[src/design/sps_pkg.sv]
// Purpose: Shared constants and types for the preset/test-array sequencer.
// Assumes: One 20 MHz clock; sequencer advances on a one-cycle step pulse.
// Notes: Each rule below is tagged at the logic that keeps it.
// Behaviour
// - Test product lines 48, 49 factory programmed.
// - Test run loops outputs to upper inputs.
// - Programmer deletes test lines 48 and 49.
// - Step rate independent of programmed terms.
// - Power-up presets all register bits high.
// - Preset pin forces high, ignores steps.
// - Wait setup time after power-up before stepping.
// - Preset low 8 ns before step; no fall.
// - First step after release updates registers.
// - Mode fuse: preset or active-low enable.
// - Six state bits fed back, eight outputs.
package sps_pkg;

    // ****************************************************************
    // Array geometry
    // ****************************************************************
    localparam int SPS_IN_W = 16;
    localparam int SPS_ST_W = 6;
    localparam int SPS_OUT_W = 8;
    localparam int SPS_REG_W = SPS_ST_W + SPS_OUT_W;
    localparam int SPS_LIT_W = SPS_IN_W + SPS_ST_W;
    localparam int SPS_AND_W = 2 * SPS_LIT_W;
    localparam int SPS_OR_W = 2 * SPS_REG_W;
    localparam int SPS_USER_LINES = 48;
    localparam int SPS_LINES = 50;
    localparam int SPS_TEST_LINE_A = 48;
    localparam int SPS_TEST_LINE_B = 49;

    // ****************************************************************
    // Factory test pattern and reset values
    // ****************************************************************
    localparam logic [43:0] SPS_T48_AND = 44'h000_0000_0001;
    localparam logic [27:0] SPS_T48_OR = 28'h555_5555;
    localparam logic [43:0] SPS_T49_AND = 44'h000_0000_0002;
    localparam logic [27:0] SPS_T49_OR = 28'haaa_aaaa;
    localparam logic [43:0] SPS_AND_RST = 44'hfff_ffff_ffff;
    localparam logic [27:0] SPS_OR_RST = 28'h000_0000;
    localparam logic [5:0] SPS_ST_RST = 6'h3f;
    localparam logic [7:0] SPS_OUT_RST = 8'hff;

    // ****************************************************************
    // Timing
    // ****************************************************************
    localparam int SPS_CLK_MHZ = 20;
    localparam int SPS_CLK_NS = 50;
    localparam int SPS_FMAX_MHZ = 50;
    localparam int SPS_PRE_SETUP_NS = 8;
    localparam int SPS_PRE_WIDTH_NS = 15;
    localparam int SPS_PUP_SETUP_NS = 8;
    localparam int SPS_PRE_SETUP_CYC = (SPS_PRE_SETUP_NS + SPS_CLK_NS - 1) / SPS_CLK_NS;
    localparam int SPS_PRE_WIDTH_CYC = (SPS_PRE_WIDTH_NS + SPS_CLK_NS - 1) / SPS_CLK_NS;
    localparam int SPS_PUP_SETUP_CYC = (SPS_PUP_SETUP_NS + SPS_CLK_NS - 1) / SPS_CLK_NS;
    localparam int SPS_STEP_MIN_CYC = (SPS_CLK_MHZ + SPS_FMAX_MHZ - 1) / SPS_FMAX_MHZ;
    localparam int SPS_STEP_DIV = 4;

    // ****************************************************************
    // Types
    // ****************************************************************
    typedef struct packed {
        logic [SPS_ST_W-1:0] st;
        logic [SPS_OUT_W-1:0] outr;
        logic oe;
        logic mode_oe;
        logic test_live;
        logic [SPS_LINES-1:0][SPS_AND_W-1:0] and_f;
        logic [SPS_LINES-1:0][SPS_OR_W-1:0] or_f;
    } sps_dev_t;

    localparam sps_dev_t SPS_DEV_RST = '{
        st: SPS_ST_RST,
        outr: SPS_OUT_RST,
        oe: 1'b1,
        mode_oe: 1'b0,
        test_live: 1'b1,
        and_f: {SPS_T49_AND, SPS_T48_AND, {SPS_USER_LINES{SPS_AND_RST}}},
        or_f: {SPS_T49_OR, SPS_T48_OR, {SPS_USER_LINES{SPS_OR_RST}}}
    };

    typedef enum logic [1:0] {
        SPS_H_BOOT = 2'b00,
        SPS_H_RUN = 2'b01,
        SPS_H_PRESET = 2'b10,
        SPS_H_RECOV = 2'b11
    } sps_hstate_t;

    typedef struct packed {
        sps_hstate_t hs;
        logic [3:0] cnt;
        logic step;
        logic pin;
        logic [7:0] upper;
        logic [7:0] lower;
        logic fwe;
        logic [5:0] fline;
        logic [SPS_AND_W-1:0] fand;
        logic [SPS_OR_W-1:0] f_or;
        logic fdel;
        logic fmwe;
        logic fmoe;
        logic [7:0] seen;
        logic seen_oe;
    } sps_host_t;

endpackage

[src/design/sps_link_if.sv]
// Purpose: Pins and programming lines between sequencer and system logic.
// Assumes: All signals synchronous to the one system clock.
// Notes: Outputs carry an enable; the bench checks the enable and forms no 3-state level.
`timescale 1ns/100ps
`default_nettype none
interface sps_link_if;
    import sps_pkg::*;
    logic [7:0] upper_inputs;
    logic [7:0] lower_inputs;
    logic seq_step;
    logic preset_or_output_enable;
    logic [7:0] registered_outputs;
    logic outputs_oe;
    logic fuse_we;
    logic [5:0] fuse_line;
    logic [SPS_AND_W-1:0] fuse_and;
    logic [SPS_OR_W-1:0] fuse_or;
    logic fuse_delete_test;
    logic fuse_mode_we;
    logic fuse_mode_oe;

    modport dev (
        input upper_inputs, lower_inputs, seq_step, preset_or_output_enable,
        input fuse_we, fuse_line, fuse_and, fuse_or, fuse_delete_test,
        input fuse_mode_we, fuse_mode_oe,
        output registered_outputs, outputs_oe
    );

    modport host (
        output upper_inputs, lower_inputs, seq_step, preset_or_output_enable,
        output fuse_we, fuse_line, fuse_and, fuse_or, fuse_delete_test,
        output fuse_mode_we, fuse_mode_oe,
        input registered_outputs, outputs_oe
    );
endinterface
`default_nettype wire

[src/design/sps_host.sv]
// Purpose: System logic that steps, presets, tests and programs the sequencer.
// Assumes: User commands are synchronous single-cycle pulses or levels.
// Notes: Steps come from a divider, never faster than the rated maximum.
`timescale 1ns/100ps
`default_nettype none
module sps_host
    import sps_pkg::*;
(
    input wire logic clk,
    input wire logic rst_b,
    sps_link_if.host link,
    input wire logic run_en,
    input wire logic test_mode,
    input wire logic preset_req,
    input wire logic pin_idle,
    input wire logic [SPS_IN_W-1:0] user_inputs,
    input wire logic prog_we,
    input wire logic [5:0] prog_line,
    input wire logic [SPS_AND_W-1:0] prog_and,
    input wire logic [SPS_OR_W-1:0] prog_or,
    input wire logic prog_delete_test,
    input wire logic prog_mode_we,
    input wire logic prog_mode_oe,
    output logic [SPS_OUT_W-1:0] outputs_seen,
    output logic outputs_seen_oe,
    output logic busy
);

    sps_host_t q;
    sps_host_t d;

    // ****************************************************************
    // Sequencing
    // ****************************************************************
    always_comb begin
        d = q;
        d.step = 1'b0;
        d.seen = link.registered_outputs;
        d.seen_oe = link.outputs_oe;

        // Test run: outputs loop back, pin held low.
        if (test_mode) begin
            d.upper = link.registered_outputs;
        end else begin
            d.upper = user_inputs[15:8];
        end
        d.lower = user_inputs[7:0];

        unique case (q.hs)
            SPS_H_BOOT: begin
                // No step until the power-up setup has passed.
                d.pin = 1'b0;
                d.cnt = q.cnt + 4'h1;
                if (q.cnt >= 4'(SPS_PUP_SETUP_CYC - 1)) begin
                    d.hs = SPS_H_RUN;
                    d.cnt = 4'h0;
                end
            end
            SPS_H_RUN: begin
                d.pin = test_mode ? 1'b0 : pin_idle;
                if (preset_req && !test_mode) begin
                    d.pin = 1'b1;
                    d.cnt = 4'h0;
                    d.hs = SPS_H_PRESET;
                end else if (run_en) begin
                    // Divider keeps the rate at or below the rated maximum.
                    if (q.cnt >= 4'(SPS_STEP_DIV - 1)) begin
                        d.cnt = 4'h0;
                        d.step = 1'b1;
                    end else begin
                        d.cnt = q.cnt + 4'h1;
                    end
                end
            end
            SPS_H_PRESET: begin
                d.pin = 1'b1;
                d.cnt = q.cnt + 4'h1;
                if (q.cnt >= 4'(SPS_PRE_WIDTH_CYC - 1)) begin
                    d.pin = 1'b0;
                    d.cnt = 4'h0;
                    d.hs = SPS_H_RECOV;
                end
            end
            SPS_H_RECOV: begin
                // Pin stays low for the setup time before any step.
                d.pin = 1'b0;
                d.cnt = q.cnt + 4'h1;
                if (q.cnt >= 4'(SPS_PRE_SETUP_CYC - 1)) begin
                    d.cnt = 4'h0;
                    d.hs = SPS_H_RUN;
                end
            end
        endcase

        // ************************************************************
        // Programming
        // ************************************************************
        d.fwe = prog_we;
        d.fline = prog_line;
        d.fand = prog_and;
        d.f_or = prog_or;
        d.fdel = prog_delete_test;
        d.fmwe = prog_mode_we;
        d.fmoe = prog_mode_oe;
    end

    always_ff @(posedge clk or negedge rst_b) begin
        if (!rst_b) begin
            q <= '0;
        end else begin
            q <= d;
        end
    end

    assign link.upper_inputs = q.upper;
    assign link.lower_inputs = q.lower;
    assign link.seq_step = q.step;
    assign link.preset_or_output_enable = q.pin;
    assign link.fuse_we = q.fwe;
    assign link.fuse_line = q.fline;
    assign link.fuse_and = q.fand;
    assign link.fuse_or = q.f_or;
    assign link.fuse_delete_test = q.fdel;
    assign link.fuse_mode_we = q.fmwe;
    assign link.fuse_mode_oe = q.fmoe;
    assign outputs_seen = q.seen;
    assign outputs_seen_oe = q.seen_oe;
    assign busy = (q.hs != SPS_H_RUN);

endmodule // sps_host
`default_nettype wire

[src/flat_wrapper.sv]
// flat-port wrapper written by rule: the top's interface ports become plain ports
module sps_host_flat import sps_pkg::*;
  (clk, rst_b, run_en, test_mode, preset_req, pin_idle, user_inputs, prog_we, prog_line, prog_and, prog_or, prog_delete_test, prog_mode_we, prog_mode_oe, outputs_seen, outputs_seen_oe, busy, link_upper_inputs, link_lower_inputs, link_seq_step, link_preset_or_output_enable, link_fuse_we, link_fuse_line, link_fuse_and, link_fuse_or, link_fuse_delete_test, link_fuse_mode_we, link_fuse_mode_oe, link_registered_outputs, link_outputs_oe);
  sps_link_if link_i ();
  input wire logic clk;
  input wire logic rst_b;
  input wire logic run_en;
  input wire logic test_mode;
  input wire logic preset_req;
  input wire logic pin_idle;
  input wire logic [SPS_IN_W-1:0] user_inputs;
  input wire logic prog_we;
  input wire logic [5:0] prog_line;
  input wire logic [SPS_AND_W-1:0] prog_and;
  input wire logic [SPS_OR_W-1:0] prog_or;
  input wire logic prog_delete_test;
  input wire logic prog_mode_we;
  input wire logic prog_mode_oe;
  output logic [SPS_OUT_W-1:0] outputs_seen;
  output logic outputs_seen_oe;
  output logic busy;
  output wire logic [$bits(link_i.upper_inputs)-1:0] link_upper_inputs;
  output wire logic [$bits(link_i.lower_inputs)-1:0] link_lower_inputs;
  output wire logic [$bits(link_i.seq_step)-1:0] link_seq_step;
  output wire logic [$bits(link_i.preset_or_output_enable)-1:0] link_preset_or_output_enable;
  output wire logic [$bits(link_i.fuse_we)-1:0] link_fuse_we;
  output wire logic [$bits(link_i.fuse_line)-1:0] link_fuse_line;
  output wire logic [$bits(link_i.fuse_and)-1:0] link_fuse_and;
  output wire logic [$bits(link_i.fuse_or)-1:0] link_fuse_or;
  output wire logic [$bits(link_i.fuse_delete_test)-1:0] link_fuse_delete_test;
  output wire logic [$bits(link_i.fuse_mode_we)-1:0] link_fuse_mode_we;
  output wire logic [$bits(link_i.fuse_mode_oe)-1:0] link_fuse_mode_oe;
  input wire logic [$bits(link_i.registered_outputs)-1:0] link_registered_outputs;
  input wire logic [$bits(link_i.outputs_oe)-1:0] link_outputs_oe;
  assign link_upper_inputs = link_i.upper_inputs;
  assign link_lower_inputs = link_i.lower_inputs;
  assign link_seq_step = link_i.seq_step;
  assign link_preset_or_output_enable = link_i.preset_or_output_enable;
  assign link_fuse_we = link_i.fuse_we;
  assign link_fuse_line = link_i.fuse_line;
  assign link_fuse_and = link_i.fuse_and;
  assign link_fuse_or = link_i.fuse_or;
  assign link_fuse_delete_test = link_i.fuse_delete_test;
  assign link_fuse_mode_we = link_i.fuse_mode_we;
  assign link_fuse_mode_oe = link_i.fuse_mode_oe;
  assign link_i.registered_outputs = link_registered_outputs;
  assign link_i.outputs_oe = link_outputs_oe;
  sps_host u_core (.clk(clk), .rst_b(rst_b), .link(link_i), .run_en(run_en), .test_mode(test_mode), .preset_req(preset_req), .pin_idle(pin_idle), .user_inputs(user_inputs), .prog_we(prog_we), .prog_line(prog_line), .prog_and(prog_and), .prog_or(prog_or), .prog_delete_test(prog_delete_test), .prog_mode_we(prog_mode_we), .prog_mode_oe(prog_mode_oe), .outputs_seen(outputs_seen), .outputs_seen_oe(outputs_seen_oe), .busy(busy));
endmodule
[config.mk]
export PLATFORM = sky130hd
export DESIGN_NAME = sps_host_flat
export DESIGN_NICKNAME = d
export VERILOG_FILES = /design/src/design/sps_pkg.sv /design/src/design/sps_link_if.sv /design/src/design/sps_host.sv /design/src/flat_wrapper.sv
export SDC_FILE = /design/constraint.sdc
export NUM_CORES = 1
export LEC_CHECK = 0
export BUFFER_PORTS_ARGS = -buffer_cell sky130_fd_sc_hd__buf_2
export CAP_MARGIN = 20
export CORE_MARGIN = 2
export CORE_UTILIZATION = 40
export DETAILED_ROUTE_END_ITERATION = 7
export PLACE_DENSITY = 0.71
export SLEW_MARGIN = 10
export SYNTH_ARGS = -nofsm -noshare
export SYNTH_HDL_FRONTEND = slang
export SYNTH_SLANG_ARGS = --single-unit
[constraint.sdc]
create_clock -name clk -period 1.6 [get_ports clk]
set_input_delay 0.16 -clock clk [delete_from_list [all_inputs] [get_ports clk]]
set_output_delay 0.16 -clock clk [all_outputs]
set_load 0.1 [all_outputs]
==> impl_metrics.tcl, run 1 <==
set metrics [dict create \
    ys_seq_area_frac 0.731 \
    io_buffers 222 \
    clkSinkCount 115 \
    dp_hpwl_mm 5.46 \
    synth_nets 365 \
    synthMuxAreaShare 0.0280 \
    rows 36 \
    cts.path.max_buffers 2 \
    dp_slack_ns 0.359 \
    ctsHoldBuffers 108 \
    die_w_um 103 \
    yosysTopAreaCell "dfrtp_1" \
    cts.htree.levels 4 \
    postCtsResizedCells 2 \
    lastStage "4_1_cts" \
    postCtsSetupRepairBufs 1 \
    synth_top_family_by_area "buffers and inverters" \
    synth-adder-area-share 0.00954 \
    cts-root-buf "clkbuf_8" \
    die_height_um 103 \
    status "aborted with a tool error" \
    synth_xor_area_frac 0 \
    numCtsBuffers 17 \
    ys_seq_elements 115 \
    ioPinCount 223 \
    yosys.area_share.simple 0.0238 \
    synthDominantCellAreaShare 0.731 \
    synth_cell_types 17 \
    error "[ERROR RSZ-0060] Max buffer count reached." \
    synthCells 249 \
    synth-compound-area-share 0.00540 \
    yosys-top-cells-area "dfrtp_1, buf_4, mux2_2" \
    yosysWarnings 0 \
    syn_avg_cell_area_um2 15.8 \
    place_congestion 0.688 \
    start_util 0.406 \
    mappedNetlistArea_mm2 0.00394 \
]
==> logic make-up after synthesis <==
kind of cell,Yosys count
flip-flops,115
adder cells (fa/ha/maj),3
AND/OR/NAND/NOR,11
AO/OA/AOI/OAI,2
multiplexers,10
buffers and inverters,108
==> per-stage QoR <==
stage          instances  area, um2
2_1_floorplan        249       3940
3_3_place_gp         503       4480
3_5_place_dp         503       4480
==> cells in the mapped netlist (all sizes together) <==
| master | instances |
|---|---|
| mux2 | 8 |
| nand4 | 1 |
| buf | 103 |
| mux2i | 2 |
| nand2b | 1 |
| nor3 | 2 |
| nor2 | 2 |
| dfrtp | 115 |
| nand3 | 1 |
| o32ai | 1 |
| nand2 | 1 |
| inv | 5 |
| nor3b | 2 |
| o21ai | 1 |
| ha | 3 |
| nand4b | 1 |
==> run 2: changes to the inputs <==
--- a/config.mk
+++ b/config.mk
@@ -8,9 +8,9 @@
 export BUFFER_PORTS_ARGS = -buffer_cell sky130_fd_sc_hd__buf_2
 export CAP_MARGIN = 20
 export CORE_MARGIN = 2
-export CORE_UTILIZATION = 40
+export CORE_UTILIZATION = 25
 export DETAILED_ROUTE_END_ITERATION = 7
-export PLACE_DENSITY = 0.71
+export PLACE_DENSITY_LB_ADDON = 0.15
 export SLEW_MARGIN = 10
 export SYNTH_ARGS = -nofsm -noshare
 export SYNTH_HDL_FRONTEND = slang
==> impl_metrics.tcl, run 2 <==
set metrics [dict create \
    status "complete, no violations" \
    grt_pass1_vias 2678 \
    final_util 0.413 \
    synth_cell_types 17 \
    fin_nets 614 \
    final_common_cell "buf_2" \
    power-per-cell-area_mw_per_mm2 1470 \
    grtUsageMet1 0.103 \
    mappedNetlistArea_mm2 0.00394 \
    synth_nets 365 \
    min_period_over_period 0.928 \
    fin_area_mm2 0.00633 \
    synth-adder-area-share 0.00954 \
    die-area_mm2 0.0168 \
    cts.path.max_buffers 2 \
    yosysWarnings 0 \
    vias_per_cell 3.53 \
    grtUsageMet2 0.170 \
    gr-total-overflow 0 \
    worstSkewPairLatency_ns 0.40 \
    yosysMostFrequentCell "dfrtp_1" \
    drt_iter0_drc 36 \
    die_w_um 129 \
    ys_seq_elements 115 \
    synthCells 249 \
    synthDominantCellAreaShare 0.731 \
    ant_nets 0 \
    min_period_ns 1.48 \
    hold_path_class "input pin to register" \
    area_growth_pct 60.9 \
    core_mm2 0.0153 \
    numCtsBuffers 17 \
    tightest_slew_ns 0.506 \
    cp.arrival_ns 1.32 \
    die_height_um 129 \
    max_cap_viol_count 0 \
    antenna_found_initial 0 \
    grt_max_degree 66 \
    cts_tree "done" \
    synth_common_cells "dfrtp_1, buf_4, mux2_2" \
    worstPathRequired_ns 1.44 \
    fmax_mhz 674 \
    start_util 0.257 \
    slew_headroom 0.665 \
    yosys-top-cells-area "dfrtp_1, buf_4, mux2_2" \
    drt_wl_total_mm 8.51 \
    rows 45 \
    setup_tns_ns 0 \
    cp_max_fo 4 \
    ys.flop_type "dfrtp_1" \
    rsz0062_at_grt "false" \
    postCtsSetupRepairBufs 0 \
    timing.final.max_slew_violations 0 \
    cp.buffers_inverters 2 \
    grt_pass1_wl_mm 12.6 \
    ys_seq_area_frac 0.731 \
    clkSinkCount 115 \
    track_usage 0.101 \
    cts-root-buf "clkbuf_16" \
    grt.busiest_layer "met2" \
    largest_reg_flops 44 \
    drive_gt1_frac 0.525 \
    num_vias 2548 \
    worst-setup-path-type "register to primary output" \
    yosysTopAreaCell "dfrtp_1" \
    worstPathCellList "ha_4 > inv_1 > buf_12" \
    syn_avg_cell_area_um2 15.8 \
    synth_edf_count 0 \
    fin_skew_ns 0.00597 \
    dp_slack_ns 0.319 \
    place_congestion 0.680 \
    yosys.area_share.simple 0.0238 \
    synthMuxAreaShare 0.0280 \
    worst_path_dominant_cell_family "flip-flops" \
    dp_hpwl_mm 5.66 \
    cts.htree.levels 4 \
    synth_xor_area_frac 0 \
    drtPass1Iterations 4 \
    hold_slack_ns 0.0322 \
    setup_viol 0 \
    leakage_nw 3.13 \
    ys_async_sr_fraction 1.00 \
    hold_viol_final 0 \
    place_area_mm2 0.00459 \
    synth_top_family_by_area "buffers and inverters" \
    layout_setup_ws_ns 0.115 \
    wl_per_cell_um 11.8 \
    drc_errors 0 \
    synth-compound-area-share 0.00540 \
    io_buffers 222 \
    ir_drop_uv 616 \
    slowest_delay_ns 0.42 \
    clk_pin_slew_ns 0.05 \
    n_antenna_cell 0 \
    startpoint_type "register" \
    grt.met3_usage 0.0570 \
    cp_slowest_cell "dfrtp_1" \
    crit_path_end_kind "primary output" \
    final_cell_mix "buf_2, dfrtp_1, dlygate4sd3_1, clkbuf_16, mux2_2" \
    ioPinCount 223 \
]
==> run 2: cell counts after synthesis <==
Identical to the previous run, type by type.
==> run 2: through the flow <==
stage	total power [mW]	cells
after floorplan	4.83	249
after global placement	5.10	581
after detailed placement	5.12	581
after CTS	9.43	721
after global routing	9.72	721
final	9.30	721
==> run 2: metal layers <==
metal  part of all wire  routed length (um)  up-vias
li1                   -                   -     1177
met1               0.37                3180     1224
met2               0.50                4290      141
met3               0.11                 941        6
met4              0.012                 101        0
met5                  0                   0        -
==> run 2: cells by family (layout without fill, tap and decap cells) <==
kind of cell / after synthesis / count (layout)
compound gates: 2 / 2
fa+ha+maj: 3 / 3
buf+inv: 108 / 369
flops: 115 / 115
mux: 10 / 10
simple gates: 11 / 11
==> run 2: where the power goes <==
part	internal (mW)	switching, mW	leakage [nW]
clock network	2.76	1.23	0.305
logic	0.554	1.59	1.48
registers	3.10	0.0604	1.35
total	6.41	2.88	3.13
==> run 2: worst paths after layout <==
kind,depth (start not counted),slack (ns),start,endpoint
setup / recovery,3,0.12,u_core.q[113]$_DFFE_PN0P_,busy
hold / removal,3,0.03,pin_idle,u_core.link.preset_or_output_enable$_DFF_PN0_
setup reg to reg,4,0.30,u_core.q[109]$_DFFE_PN0P_,u_core.q[110]$_DFFE_PN0P_
hold reg to reg,1,0.49,u_core.q[109]$_DFFE_PN0P_,u_core.q[109]$_DFFE_PN0P_
max in group asynchronous,3,0.96,rst_b,u_core.link.seq_step$_DFF_PN0_
min in group asynchronous,2,0.12,rst_b,u_core.link.lower_inputs[7]$_DFF_PN0_
==> run 2: final cells by class <==
class,count,area (um2)
Multi-Input combinational cell,26,275
Tap cell,211,264
Clock inverter,8,149
Fill cell,1438,8980
Timing Repair Buffer,333,2260
Sequential cell,115,2880
Inverter,5,18.8
Clock buffer,23,488
==> run 2: timing repair <==
action | in CTS | in global routing
gates cloned | 0 | 0
setup endpoints to repair | 1 | 1
resized for setup | 1 | 1
hold endpoints to repair | 224 | 0
hold buffers | 109 | 0
==> run 2: worst min-delay path: stages <==
cell	delay (ns)
buf_2	0.10
nor2_1	0.09
nor3_1	0.05
(Power assumes the default switching activity.)
